### config.mk
export PLATFORM = sky130hd
export DESIGN_NAME = rcsl_link
export DESIGN_NICKNAME = d
export VERILOG_FILES = /design/src/rtl/rcsl_pkg.sv /design/src/rtl/rcsl_link.sv
export VERILOG_INCLUDE_DIRS = /design/src /design/src/rtl
export SDC_FILE = /design/constraint.sdc
export NUM_CORES = 1
export LEC_CHECK = 0
export BUFFER_PORTS_ARGS = -buffer_cell sky130_fd_sc_hd__clkbuf_2
export CORE_ASPECT_RATIO = 1.4
export CORE_MARGIN = 4
export CORE_UTILIZATION = 40
export DETAILED_ROUTE_END_ITERATION = 16
export PLACE_DENSITY = 0.59
export SKIP_CTS_REPAIR_TIMING = 1
export SLEW_MARGIN = 10
export SYNTH_ARGS = -nofsm -noshare
export SYNTH_HDL_FRONTEND = slang
export SYNTH_SLANG_ARGS = --single-unit
### constraint.sdc
create_clock -name sys_clk_in -period 1.8 [get_ports sys_clk_in]
set_input_delay 0.36 -clock sys_clk_in [delete_from_list [all_inputs] [get_ports sys_clk_in]]
set_output_delay 0.36 -clock sys_clk_in [all_outputs]
set_load 0.02 [all_outputs]
### src/rtl/rcsl_params.svh
// constants of the remote command serial link: timing counts and preset values
`ifndef RCSL_PARAMS_SVH
`define RCSL_PARAMS_SVH

// ----------------------------------------------------------------
// clock
// ----------------------------------------------------------------
`define RCSL_CLK_PERIOD_NS    50

// ----------------------------------------------------------------
// timing figures and their cycle counts
// ----------------------------------------------------------------
`define RCSL_SAMPLE_PERIOD_NS 500000
`define RCSL_SAMPLE_CYCLES    (`RCSL_SAMPLE_PERIOD_NS / `RCSL_CLK_PERIOD_NS)
`define RCSL_GATE_PERIOD_NS   2000
`define RCSL_GATE_CYCLES      (`RCSL_GATE_PERIOD_NS / `RCSL_CLK_PERIOD_NS)
`define RCSL_SLOT_NS          1000
`define RCSL_SLOT_CYCLES      (`RCSL_SLOT_NS / `RCSL_CLK_PERIOD_NS)
`define RCSL_UPDATE_CYCLES    (`RCSL_GATE_CYCLES * 8)

// ----------------------------------------------------------------
// counter and word layout
// ----------------------------------------------------------------
`define RCSL_CNT_PRESET       4'h8
`define RCSL_CNT_RUN_BIT      3
`define RCSL_SLOTS            4'h8
`define RCSL_LAST_SLOT        4'h7
`define RCSL_LATCH_RESET      8'h00

`endif

### src/rtl/rcsl_pkg.sv
// types shared by the remote command serial link
`default_nettype none
package rcsl_pkg;

    // command word: bit i travels in slot i
    typedef struct packed {
        logic range_msb;
        logic range_mid;
        logic range_lsb;
        logic autorange;
        logic ext_ref;
        logic filter;
        logic func_n;
        logic func_r;
    } rcsl_cmd_t;

    // whole state of the link
    typedef struct packed {
        logic [1:0]  sync1;
        logic [1:0]  sync2;
        rcsl_cmd_t   cmd_sync1;
        rcsl_cmd_t   cmd_sync2;
        logic        entry_prev;
        logic [15:0] osc_cnt;
        logic [3:0]  cnt;
        logic [5:0]  ph;
        logic        ch_one;
        logic        ch_zero;
        logic        pulse_prev;
        logic [7:0]  sr;
        logic [3:0]  rx_cnt;
        rcsl_cmd_t   latch;
    } rcsl_state_t;

endpackage
`default_nettype wire

### src/rtl/rcsl_link.sv
// remote command serial link: sample timing, serialiser, receiver and decoder
// What this block does
// - continuous mode refreshes commands at 2 kHz
// - each sample pulse presets counter, starts sequence
// - inhibit low selects triggered mode, stops oscillator
// - each trigger pulse while idle starts exactly one update; a pulse while busy is ignored
// - multiplexer routes one input by address
// - eight slots per update, one microsecond each
// - ones on one channel, zeros on other
// - shift register collects slots, then holds
// - latch blocked while shift register loads
// - latch takes word after all eight bits
// - decoders restore original command line format
// - resistance functions force external reference off
// - set pulse presets counter to top bit
// - gated clock steps eight states, stops at zero
`timescale 1ns/100ps
`default_nettype none
`include "rcsl_params.svh"

module rcsl_link
    import rcsl_pkg::*;
#(
    parameter int SAMPLE_CYCLES = `RCSL_SAMPLE_CYCLES
) (
    // clock and reset
    input  wire logic      sys_clk_in,
    input  wire logic      reset_n_in,
    // command lines from the external equipment
    input  wire rcsl_cmd_t cmd_in,
    input  wire logic      free_run_inhibit_in,
    input  wire logic      ext_entry_in,
    // isolated pulse channels
    output logic           ch_one_out,
    output logic           ch_zero_out,
    // status
    output logic           busy_out,
    output logic           loading_out,
    // decoded command lines toward the instrument
    output rcsl_cmd_t      cmd_out
);

    // ----------------------------------------------------------------
    // constants
    // ----------------------------------------------------------------
    localparam logic [15:0] OSC_LAST  = 16'(SAMPLE_CYCLES - 1);
    localparam logic [5:0]  GATE_LAST = 6'(`RCSL_GATE_CYCLES - 1);
    localparam logic [5:0]  SLOT_LEN  = 6'(`RCSL_SLOT_CYCLES);

    rcsl_state_t s_q;
    rcsl_state_t s_d;

    logic       run;
    logic       free_run;
    logic       osc_fire;
    logic       trig;
    logic       set_req;
    logic       mux_bit;
    logic       any_pulse;
    logic       shift_ev;
    logic [7:0] sr_next;

    // picks the command bit for a slot address
    function automatic logic mux_pick(input rcsl_cmd_t c, input logic [2:0] a);
        logic [7:0] w;
        w = c;
        mux_pick = w[a];
    endfunction

    // ----------------------------------------------------------------
    // next state
    // ----------------------------------------------------------------
    // derived terms read the second sync stage only
    always_comb begin
        run       = s_q.cnt[`RCSL_CNT_RUN_BIT];
        free_run  = s_q.sync2[1];
        osc_fire  = free_run && (s_q.osc_cnt == OSC_LAST);
        trig      = !free_run && s_q.entry_prev && !s_q.sync2[0];
        set_req   = (osc_fire || trig) && !run;
        mux_bit   = mux_pick(s_q.cmd_sync2, s_q.cnt[2:0]);
        any_pulse = s_q.ch_one || s_q.ch_zero;
        shift_ev  = any_pulse && !s_q.pulse_prev;
        sr_next   = {s_q.ch_one, s_q.sr[7:1]};
    end

    // one copy of the whole state, filled in one place
    always_comb begin
        s_d            = s_q;
        s_d.sync1      = {free_run_inhibit_in, ext_entry_in};
        s_d.sync2      = s_q.sync1;
        s_d.entry_prev = s_q.sync2[0];
        // command lines are levels changed between updates, so syncing the word whole is safe
        s_d.cmd_sync1  = cmd_in;
        s_d.cmd_sync2  = s_q.cmd_sync1;
        // sample oscillator only runs while not inhibited
        if (!free_run) begin
            s_d.osc_cnt = 16'h0000;
        end else if (osc_fire) begin
            s_d.osc_cnt = 16'h0000;
        end else begin
            s_d.osc_cnt = s_q.osc_cnt + 16'h0001;
        end
        // set pulse presets the counter and frees the gated clock
        if (set_req) begin
            s_d.cnt    = `RCSL_CNT_PRESET;
            s_d.ph     = 6'h00;
            s_d.rx_cnt = 4'h0;
        end else if (run) begin
            if (s_q.ph == GATE_LAST) begin
                s_d.ph  = 6'h00;
                s_d.cnt = s_q.cnt + 4'h1;
            end else begin
                s_d.ph  = s_q.ph + 6'h01;
            end
        end
        // first half of every gate period carries the slot pulse
        s_d.ch_one  = run && (s_q.ph < SLOT_LEN) && mux_bit;
        s_d.ch_zero = run && (s_q.ph < SLOT_LEN) && !mux_bit;
        s_d.pulse_prev = any_pulse;
        // receiver: the latch stays shut until the eighth bit lands
        if (shift_ev) begin
            s_d.sr = sr_next;
            if (s_q.rx_cnt == `RCSL_LAST_SLOT) begin
                s_d.rx_cnt = 4'h0;
                s_d.latch  = sr_next;
                s_d.latch.ext_ref = sr_next[3] && !sr_next[1];
            end else begin
                s_d.rx_cnt = s_q.rx_cnt + 4'h1;
            end
        end
    end

    // ----------------------------------------------------------------
    // state register
    // ----------------------------------------------------------------
    // async reset leaves the link idle with a cleared latch
    always_ff @(posedge sys_clk_in or negedge reset_n_in) begin
        if (!reset_n_in) begin
            s_q       <= '0;
            s_q.latch <= `RCSL_LATCH_RESET;
        end else begin
            s_q <= s_d;
        end
    end

    // outputs straight from flip-flops, handshake-like status from decode
    assign ch_one_out  = s_q.ch_one;
    assign ch_zero_out = s_q.ch_zero;
    assign cmd_out     = s_q.latch;
    assign busy_out    = run;
    assign loading_out = (s_q.rx_cnt != 4'h0);

    // helper count of busy cycles: a whole update is too long for a plain delay
    localparam logic [8:0] BUSY_LEN = 9'(`RCSL_UPDATE_CYCLES);
    logic [8:0] ast_busy_len_q;

    always_ff @(posedge sys_clk_in or negedge reset_n_in) begin
        if (!reset_n_in) begin
            ast_busy_len_q <= 9'h000;
        end else if (busy_out) begin
            ast_busy_len_q <= ast_busy_len_q + 9'h001;
        end else begin
            ast_busy_len_q <= 9'h000;
        end
    end
endmodule
`default_nettype wire

Yosys cells after proc, flatten, opt, wreduce, memory -nomap -nowiden:

Cells that the tools add are included.

* eq/ne operators: 3
* muxes and demuxes: 12
* order comparisons: 2
* reduce and logical (&&, ||, !) cells: 23
* add/sub/neg operators: 4

Operators with widths (count)
* $mux W16: 2
* $mux W10: 2
* $add A16 B1 Y16 const B: 1
* $eq A16 B14 Y1 const B: 1
* $mux W12: 1
* $mux W4: 3
* $logic_and A1 B1 Y1: 9
* $add A4 B1 Y4 const B: 2
* $mux W8: 1
* $add A6 B1 Y6 const B: 1
* $eq A6 B6 Y1 const B: 1
* $logic_not A1 Y1: 6
* $lt A6 B5 Y1 const B: 1
* $mux W6: 1
* $reduce_bool A2 Y1: 3
* $eq A4 B3 Y1 const B: 1
* $lt A3 B4 Y1 const B: 1
* $reduce_and A2 Y1: 2
* $reduce_bool A4 Y1: 1
* $bmux W1 S3: 1
* $logic_or A1 B1 Y1: 2
* $mux W1: 1

* register bits after elaboration: 70
* bits of input ports: 12
* output and inout bits: 12

Depth between registers and ports, before layout:

Gate-level depths: netlist (run 1).

* depth in word-level cells: 7
* mapped depth: 6
* mapped depth without buffers: 5

Worst setup path after synthesis (run 1):

OpenSTA, ideal clock, no wires.

* path type: flip-flop to flip-flop
* start: register s_q, in the netlist ch_one_out
* end: register s_q, in the netlist cmd_out[0]
* stages on the path, launching flop included: 4
* clock period less this slack: 1545 ps
* required time: 1675 ps
* arrival time: 1421 ps
* path slack: 255 ps
* cells stage by stage: dfrtp_1 -> o21bai_1 -> nor3_2 -> mux2_2

* longest elaborated chain between the ends: 3

RTL lines
* start, declared: RTL line rcsl_link.sv:50 `rcsl_state_t s_q;`
* $logic_or A1 B1 Y1: RTL line rcsl_link.sv:81 `any_pulse = s_q.ch_one || s_q.ch_zero;`
* $logic_and A1 B1 Y1: RTL line rcsl_link.sv:82 `shift_ev = any_pulse && !s_q.pulse_prev;`
* $reduce_and A2 Y1 (no line)

Every way passes these cells.
A chain may end at the register's enable or synchronous reset.

==> flow_summary.ini, run 1 <==
[run_status]
outcome = complete, no violations

[worst_setup_path]
worstPathRequired_ns = 2.05
timing.critical_path.to_type = flop
path_max_fanout = 5
r2r_start = s_q[34]
cp_cell_instances = ha_1, nand4_1, or4_1, a21oi_1
critical-path-top-delay-family = simple AND/OR/NAND/NOR gates
critical_path.startpoint_type = flop
cp-startpoint = s_q[34]
critPathMaxStageDelay_ns = 0.53
worst-setup-path-type = reg -> reg
cp.buffers_inverters = 0
cpMaxStageDelayCell = sky130_fd_sc_hd__or4_1
critPathArrivalTime_ns = 1.88

[placement]
sum_of_net_half_perimeters_after_detailed_placement_um = 3330
placement.io_buffers = 23
post-place-cells = 367
gp_congestion = 0.841
dpl_worst_slack_ns = 0.163

[run]
max_cap_viol = 0

[routing]
route.detailed.vias_per_inst = 4.97
first_pass_drt_iterations = 6
remaining_drc_errors = 0
wl_per_cell_um = 12.7
drt_wl_total_um = 4880
dr.first_iter.drc_count = 91
drtAntennaViolNets = 0
vias = 1905

[layout]
syn_to_final_growth_pct = 16.1
num-fill-cells = 674
antennaDiodeCount = 0
multi_input_comb_area_mm2 = 0.00108
seqCellArea_mm2 = 0.00173
nets = 300
layout.cells.non_filler = 383
post_route_cells_drive_above_1_share = 0.240

[floorplan]
core-area_mm2 = 0.00703
initial_standard_cell_utilization_of_the_core = 0.417
die_w_um = 80.3
dieArea_mm2 = 0.00877
row_count = 36
ioPinCount = 24
dieHeight_um = 109

[power_and_ir_drop]
share_comb_of_total_power = 0.226
report.power.total_mw = 4.55
power.clock.fraction = 0.312
power.density_mw_per_mm2 = 1340
max-vdd-ir-drop_mv = 0.755
p_leak_nw = 1.59
switching_share = 0.305
netSwitchingPower_mw = 1.39
intPower_mw = 3.17
pwr-share-seq = 0.462

[sta]
setup_total_negative_slack_ns = 0
worst_slew_margin_rel = 0.711
final_hold_viol_count = 0
final_worst_setup_slack_ns = 0.173
period_needed_ns = 1.63
rsz0062_at_grt = false
skew_final_ns = 0.0103
finalCritPeriodShare = 0.904
max_freq_ghz = 0.615
worst-slew-pin-transition_ns = 0.422
finalSetupViolCount = 0
final-max-slew-violation-count = 0
holdWs_ns = 0.0240

[clock_tree]
clock_tree.buffer_depth = 2
total_clock_buffers_created_by_cts = 9
cts_max_level = 3
clock_tree_from_tritoncts = yes
cts.root.buffer_cell = sky130_fd_sc_hd__clkbuf_8
cts.sinks = 69
clkTransAtPathRegs_ns = 0.08
worstSkewPairLatency_ns = 0.33

[global_routing]
grt_antenna_before_repair = 0
number_of_global_route_vias_before_repair = 1893
track_usage = 0.129
grt_first_pass_wirelength_um = 8760
grt_max_degree = 70
grt_remaining_overflow = 0

[yosys]
synth_enable_flop_cells = 0
ys_ff_latch = 69
synth_largest_area_cell = sky130_fd_sc_hd__dfrtp_1
syn_avg_cell_area_um2 = 11.7
synthCells = 251
ys_seq_area_frac = 0.590
synth_nets = 268
ys_types = 48
ys.flop_type = sky130_fd_sc_hd__dfrtp_1
synth_top_cell_area_share = 0.590
synth.cell_area_mm2 = 0.00293
netlist_top_cells_area = sky130_fd_sc_hd__dfrtp_1 (59%), sky130_fd_sc_hd__nand2_1 (3.8%), sky130_fd_sc_hd__mux2_2 (3.5%)
synthesis.yosys.warnings = 0
async_flop_share = 1.00

[min_path]
worst_hold_path_type = in -> async
[layout by cell type (no fill, tap or decap), types with 3 or more instances in the layout]
| cell | netlist | routed |
|---|---|---|
| sky130_fd_sc_hd__xnor2_1 | 8 | 8 |
| sky130_fd_sc_hd__mux2_2 | 9 | 9 |
| sky130_fd_sc_hd__nand2_1 | 30 | 30 |
| sky130_fd_sc_hd__a22o_1 | 3 | 3 |
| sky130_fd_sc_hd__dfrtp_1 | 69 | 69 |
| sky130_fd_sc_hd__nand3_1 | 8 | 8 |
| sky130_fd_sc_hd__mux2i_1 | 3 | 3 |
| sky130_fd_sc_hd__and3_1 | 4 | 4 |
| sky130_fd_sc_hd__clkbuf_8 | 0 | 10 |
| sky130_fd_sc_hd__inv_1 | 8 | 8 |
| sky130_fd_sc_hd__ha_1 | 5 | 5 |
| sky130_fd_sc_hd__a31oi_1 | 3 | 3 |
| sky130_fd_sc_hd__o21ai_0 | 10 | 10 |
| sky130_fd_sc_hd__xor2_1 | 8 | 8 |
| sky130_fd_sc_hd__nor3_1 | 3 | 3 |
| sky130_fd_sc_hd__buf_4 | 9 | 10 |
| sky130_fd_sc_hd__clkbuf_2 | 0 | 22 |
| sky130_fd_sc_hd__nand3b_1 | 3 | 3 |
| sky130_fd_sc_hd__nand4_1 | 8 | 8 |
| sky130_fd_sc_hd__a21oi_1 | 4 | 4 |
| sky130_fd_sc_hd__nor2_1 | 22 | 22 |
[per-stage QoR]
step                area, µm²   util
floorplan                2930      -
global placement         3170  0.451
detailed placement       3170  0.451
CTS                      3400  0.484
global route             3400  0.484
finish                   3400  0.484
[synthesized netlist by cell type, types with 2 or more instances]
cell / number
sky130_fd_sc_hd__ha_1: 5
sky130_fd_sc_hd__o2bb2ai_1: 2
sky130_fd_sc_hd__buf_4: 9
sky130_fd_sc_hd__mux4_2: 2
sky130_fd_sc_hd__dfrtp_1: 69
sky130_fd_sc_hd__a22o_1: 3
sky130_fd_sc_hd__xnor2_1: 8
sky130_fd_sc_hd__and3_1: 4
sky130_fd_sc_hd__inv_1: 8
sky130_fd_sc_hd__nor2_1: 22
sky130_fd_sc_hd__nand3b_1: 3
sky130_fd_sc_hd__a31oi_1: 3
sky130_fd_sc_hd__nand2_1: 30
sky130_fd_sc_hd__nand4_1: 8
sky130_fd_sc_hd__clkbuf_1: 3
sky130_fd_sc_hd__or3_1: 2
sky130_fd_sc_hd__nand3_1: 8
sky130_fd_sc_hd__o21ai_0: 10
sky130_fd_sc_hd__mux2i_1: 3
sky130_fd_sc_hd__a21oi_1: 4
sky130_fd_sc_hd__xor2_1: 8
sky130_fd_sc_hd__nor3_1: 3
sky130_fd_sc_hd__mux2_2: 9
[metal layers]
layer	vias up	global-route usage	wire, µm
met5	-	0	0
met4	0	0.0471	64
met3	4	0.0430	216
met2	39	0.216	2490
met1	931	0.155	2110
li1	931	-	-
[area by class of cell]
cell class,count,share of cell area
clock buffer,10,0.0405
clock inverter,6,0.0276
inverter,8,0.00884
multi-input combinational,161,0.318
sequential,69,0.508
tap,95,0.0350
timing repair buffer,34,0.0619
[path summary, 6_finish.rpt]
path	slack, ns	depth (start not counted)	to
setup / recovery	0.17	4	s_q[47]
setup reg to reg	0.17	4	s_q[47]
hold / removal	0.02	2	s_q[25]
min in group sys_clk_in	0.13	1	s_d[51]
max in group asynchronous	1.46	2	s_q[44]
hold reg to reg	0.35	0	s_q[50]
[cell families (layout without fill, tap and decap cells)]
logic type | after synthesis | in the layout | share of synthesized area
AO/OA/AOI/OAI | 32 | 32 | 0.0744
XOR/XNOR | 16 | 16 | 0.0479
adder cells (fa/ha/maj) | 5 | 5 | 0.0214
buffers and inverters | 21 | 58 | 0.0410
flip-flops | 69 | 69 | 0.590
multiplexers | 14 | 14 | 0.0603
AND/OR/NAND/NOR | 94 | 94 | 0.165
[worst reg2reg max path: cells and delay by family (launching register included)]
kind                       cells  cell delay, ns
and+or+nand+nor                2            0.79
DFF                            1            0.39
adders and majority gates      1            0.21
AOI/OAI and AO/OA              1            0.15
[power by group through the flow]
stage	Clock (mW)	Combinational (mW)	Sequential (mW)
after floorplan	0	0.854	2.10
after global placement	0	1.03	2.13
after detailed placement	0	1.05	2.14
after CTS	1.46	1.05	2.11
after global routing	1.53	1.18	2.15
final	1.42	1.03	2.10
[sequential cells by signal, summed over array words and instances (netlist names)]
register / count
s_q: 46
free_run: 1
busy_out: 1
s_d: 11
cmd_out: 8
ch_zero_out: 1
ch_one_out: 1
(Power assumes the default switching activity.)
==> run 2, diff against run 1 <==
--- a/config.mk
+++ b/config.mk
@@ -7,7 +7,6 @@
 export NUM_CORES = 1
 export LEC_CHECK = 0
 export BUFFER_PORTS_ARGS = -buffer_cell sky130_fd_sc_hd__clkbuf_2
-export CORE_ASPECT_RATIO = 1.4
 export CORE_MARGIN = 4
 export CORE_UTILIZATION = 40
 export DETAILED_ROUTE_END_ITERATION = 16
==> run 2 against run 1 <==
  * Via count fell by 3.4%
  * Clock-buffer cell count fell by 1
  * Flip-flop and latch count did not move
  * Non-clock buffer count fell by 1
  * Die area fell by 0.22%
  * Combinational power barely moved
==> flow_summary.ini, run 2 (synthesis results as in run 1) <==
[routing]
route.detailed.vias_per_inst = 4.80
drtAntennaViolNets = 0
vias = 1840
wl_per_cell_um = 12.4
drt_wl_total_um = 4740
first_pass_drt_iterations = 4
dr.first_iter.drc_count = 58
remaining_drc_errors = 0

[sta]
final-max-slew-violation-count = 0
holdWs_ns = 0.00572
period_needed_ns = 1.66
final_hold_viol_count = 0
worst_slew_margin_rel = 0.632
max_freq_ghz = 0.604
rsz0062_at_grt = false
finalSetupViolCount = 0
setup_total_negative_slack_ns = 0
worst-slew-pin-transition_ns = 0.553
finalCritPeriodShare = 0.920
skew_final_ns = 0.00837

[worst_setup_path]
critical-path-top-delay-family = compound AO/OA/AOI/OAI gates
worst-setup-path-type = reg -> reg
cp.buffers_inverters = 0
cpMaxStageDelayCell = sky130_fd_sc_hd__dfrtp_1
critPathArrivalTime_ns = 1.89
worst-r2r-cell-count = 5
critPathMaxStageDelay_ns = 0.41
r2r_start = s_q[33]
crit_cells = 5
path_max_fanout = 7
crit-reg2reg-capture = s_q[29]
critical_path.startpoint_type = flop
worstPathRequired_ns = 2.03
timing.critical_path.to_type = flop
regToRegSetupSlack_ns = 0.14
cp_cell_instances = ha_1, and3_1, nand3_1, o21a_2, a22o_1

[layout]
post_route_cells_drive_above_1_share = 0.237
layout.cell_area.non_filler_mm2 = 0.00336
largest_reg_flops = 46
antennaDiodeCount = 0
final_common_cell = sky130_fd_sc_hd__dfrtp_1
multi_input_comb_area_mm2 = 0.00108
seqCellArea_mm2 = 0.00173
num-fill-cells = 636
nets = 299
final_cell_mix = sky130_fd_sc_hd__dfrtp_1 (69), sky130_fd_sc_hd__nand2_1 (30), sky130_fd_sc_hd__nor2_1 (22), sky130_fd_sc_hd__clkbuf_2 (22), sky130_fd_sc_hd__o21ai_0 (10)
syn_to_final_growth_pct = 14.9
max_flop_register = s_q
finalCoreUtilization = 0.485

[power_and_ir_drop]
max-vdd-ir-drop_mv = 0.531
power.density_mw_per_mm2 = 1310
p_leak_nw = 1.57

[floorplan]
dieArea_mm2 = 0.00875
ioPinCount = 24
initial_standard_cell_utilization_of_the_core = 0.422
die_w_um = 93.6
core-area_mm2 = 0.00694
dieHeight_um = 93.6
row_count = 30

[global_routing]
grt_first_pass_wirelength_um = 8250
grt_antenna_before_repair = 0
grt_use_met1 = 0.150
met3_usage = 0.0442
grt_remaining_overflow = 0
number_of_global_route_vias_before_repair = 1841
global_route.peak_usage_layer = met2
track_usage = 0.121
grt_max_degree = 29
use_met2 = 0.190

[run_status]
outcome = complete, no violations

[placement]
sum_of_net_half_perimeters_after_detailed_placement_um = 3380
placement.io_buffers = 23
gp_congestion = 0.793
dpl-instance-area_mm2 = 0.00316

[clock_tree]
clock_tree.buffer_depth = 2
clock_tree_from_tritoncts = yes
total_clock_buffers_created_by_cts = 9
cts.sinks = 69
cts_max_level = 3
cts.root.buffer_cell = sky130_fd_sc_hd__clkbuf_8
worstSkewPairLatency_ns = 0.34
clkTransAtPathRegs_ns = 0.08

[run]
max_cap_viol = 0

[min_path]
worst_hold_path_type = in -> async
## run 2: cell count changes in the layout (fill, tap and decap cells not counted)
cell,previous run,this run
sky130_fd_sc_hd__bufinv_16,2,1
sky130_fd_sc_hd__clkbuf_8,10,9
sky130_fd_sc_hd__inv_6,1,3
sky130_fd_sc_hd__buf_4,10,9
sky130_fd_sc_hd__clkinvlp_4,1,2
sky130_fd_sc_hd__clkinv_4,2,1
## run 2: layout make-up
cell class	count	area share
Inverter	8	0.00893
Clock buffer	9	0.0368
Tap cell	96	0.0357
Sequential cell	69	0.513
Timing Repair Buffer	33	0.0602
Multi-Input combinational cell	161	0.321
Clock inverter	7	0.0238
## run 2: metrics by stage
step                total power, mW  instances  worst slack, ns
finish                         4.40        383            0.144
floorplan                      2.95        251            0.255
global route                   4.71        383           0.0215
CTS                            4.47        383            0.136
global placement               3.15        367            0.191
detailed placement             3.19        367            0.145
## run 2: power by group
group	total (mW)	internal, mW	switching, mW
Combinational	1.03	0.494	0.538
Clock	1.27	0.656	0.613
Sequential	2.10	1.84	0.255
## run 2: how the worst max path moves through the flow
| stage | start | end | slack (ns) |
|---|---|---|---|
| 2_1_floorplan | ch_one_out | cmd_out[0] | 0.25 |
| 3_3_place_gp | s_q[33] | s_q[29] | 0.19 |
| 3_5_place_dp | s_q[33] | s_q[27] | 0.14 |
| 4_1_cts | s_q[33] | s_q[29] | 0.14 |
| 5_1_grt | s_q[33] | s_q[29] | 0.02 |
| 6_report | s_q[33] | s_q[29] | 0.14 |
## run 2: layer usage
metal	vias up	part of all wire
met5	-	0
met4	0	0.014
met3	8	0.043
met2	28	0.46
met1	871	0.48
li1	933	-
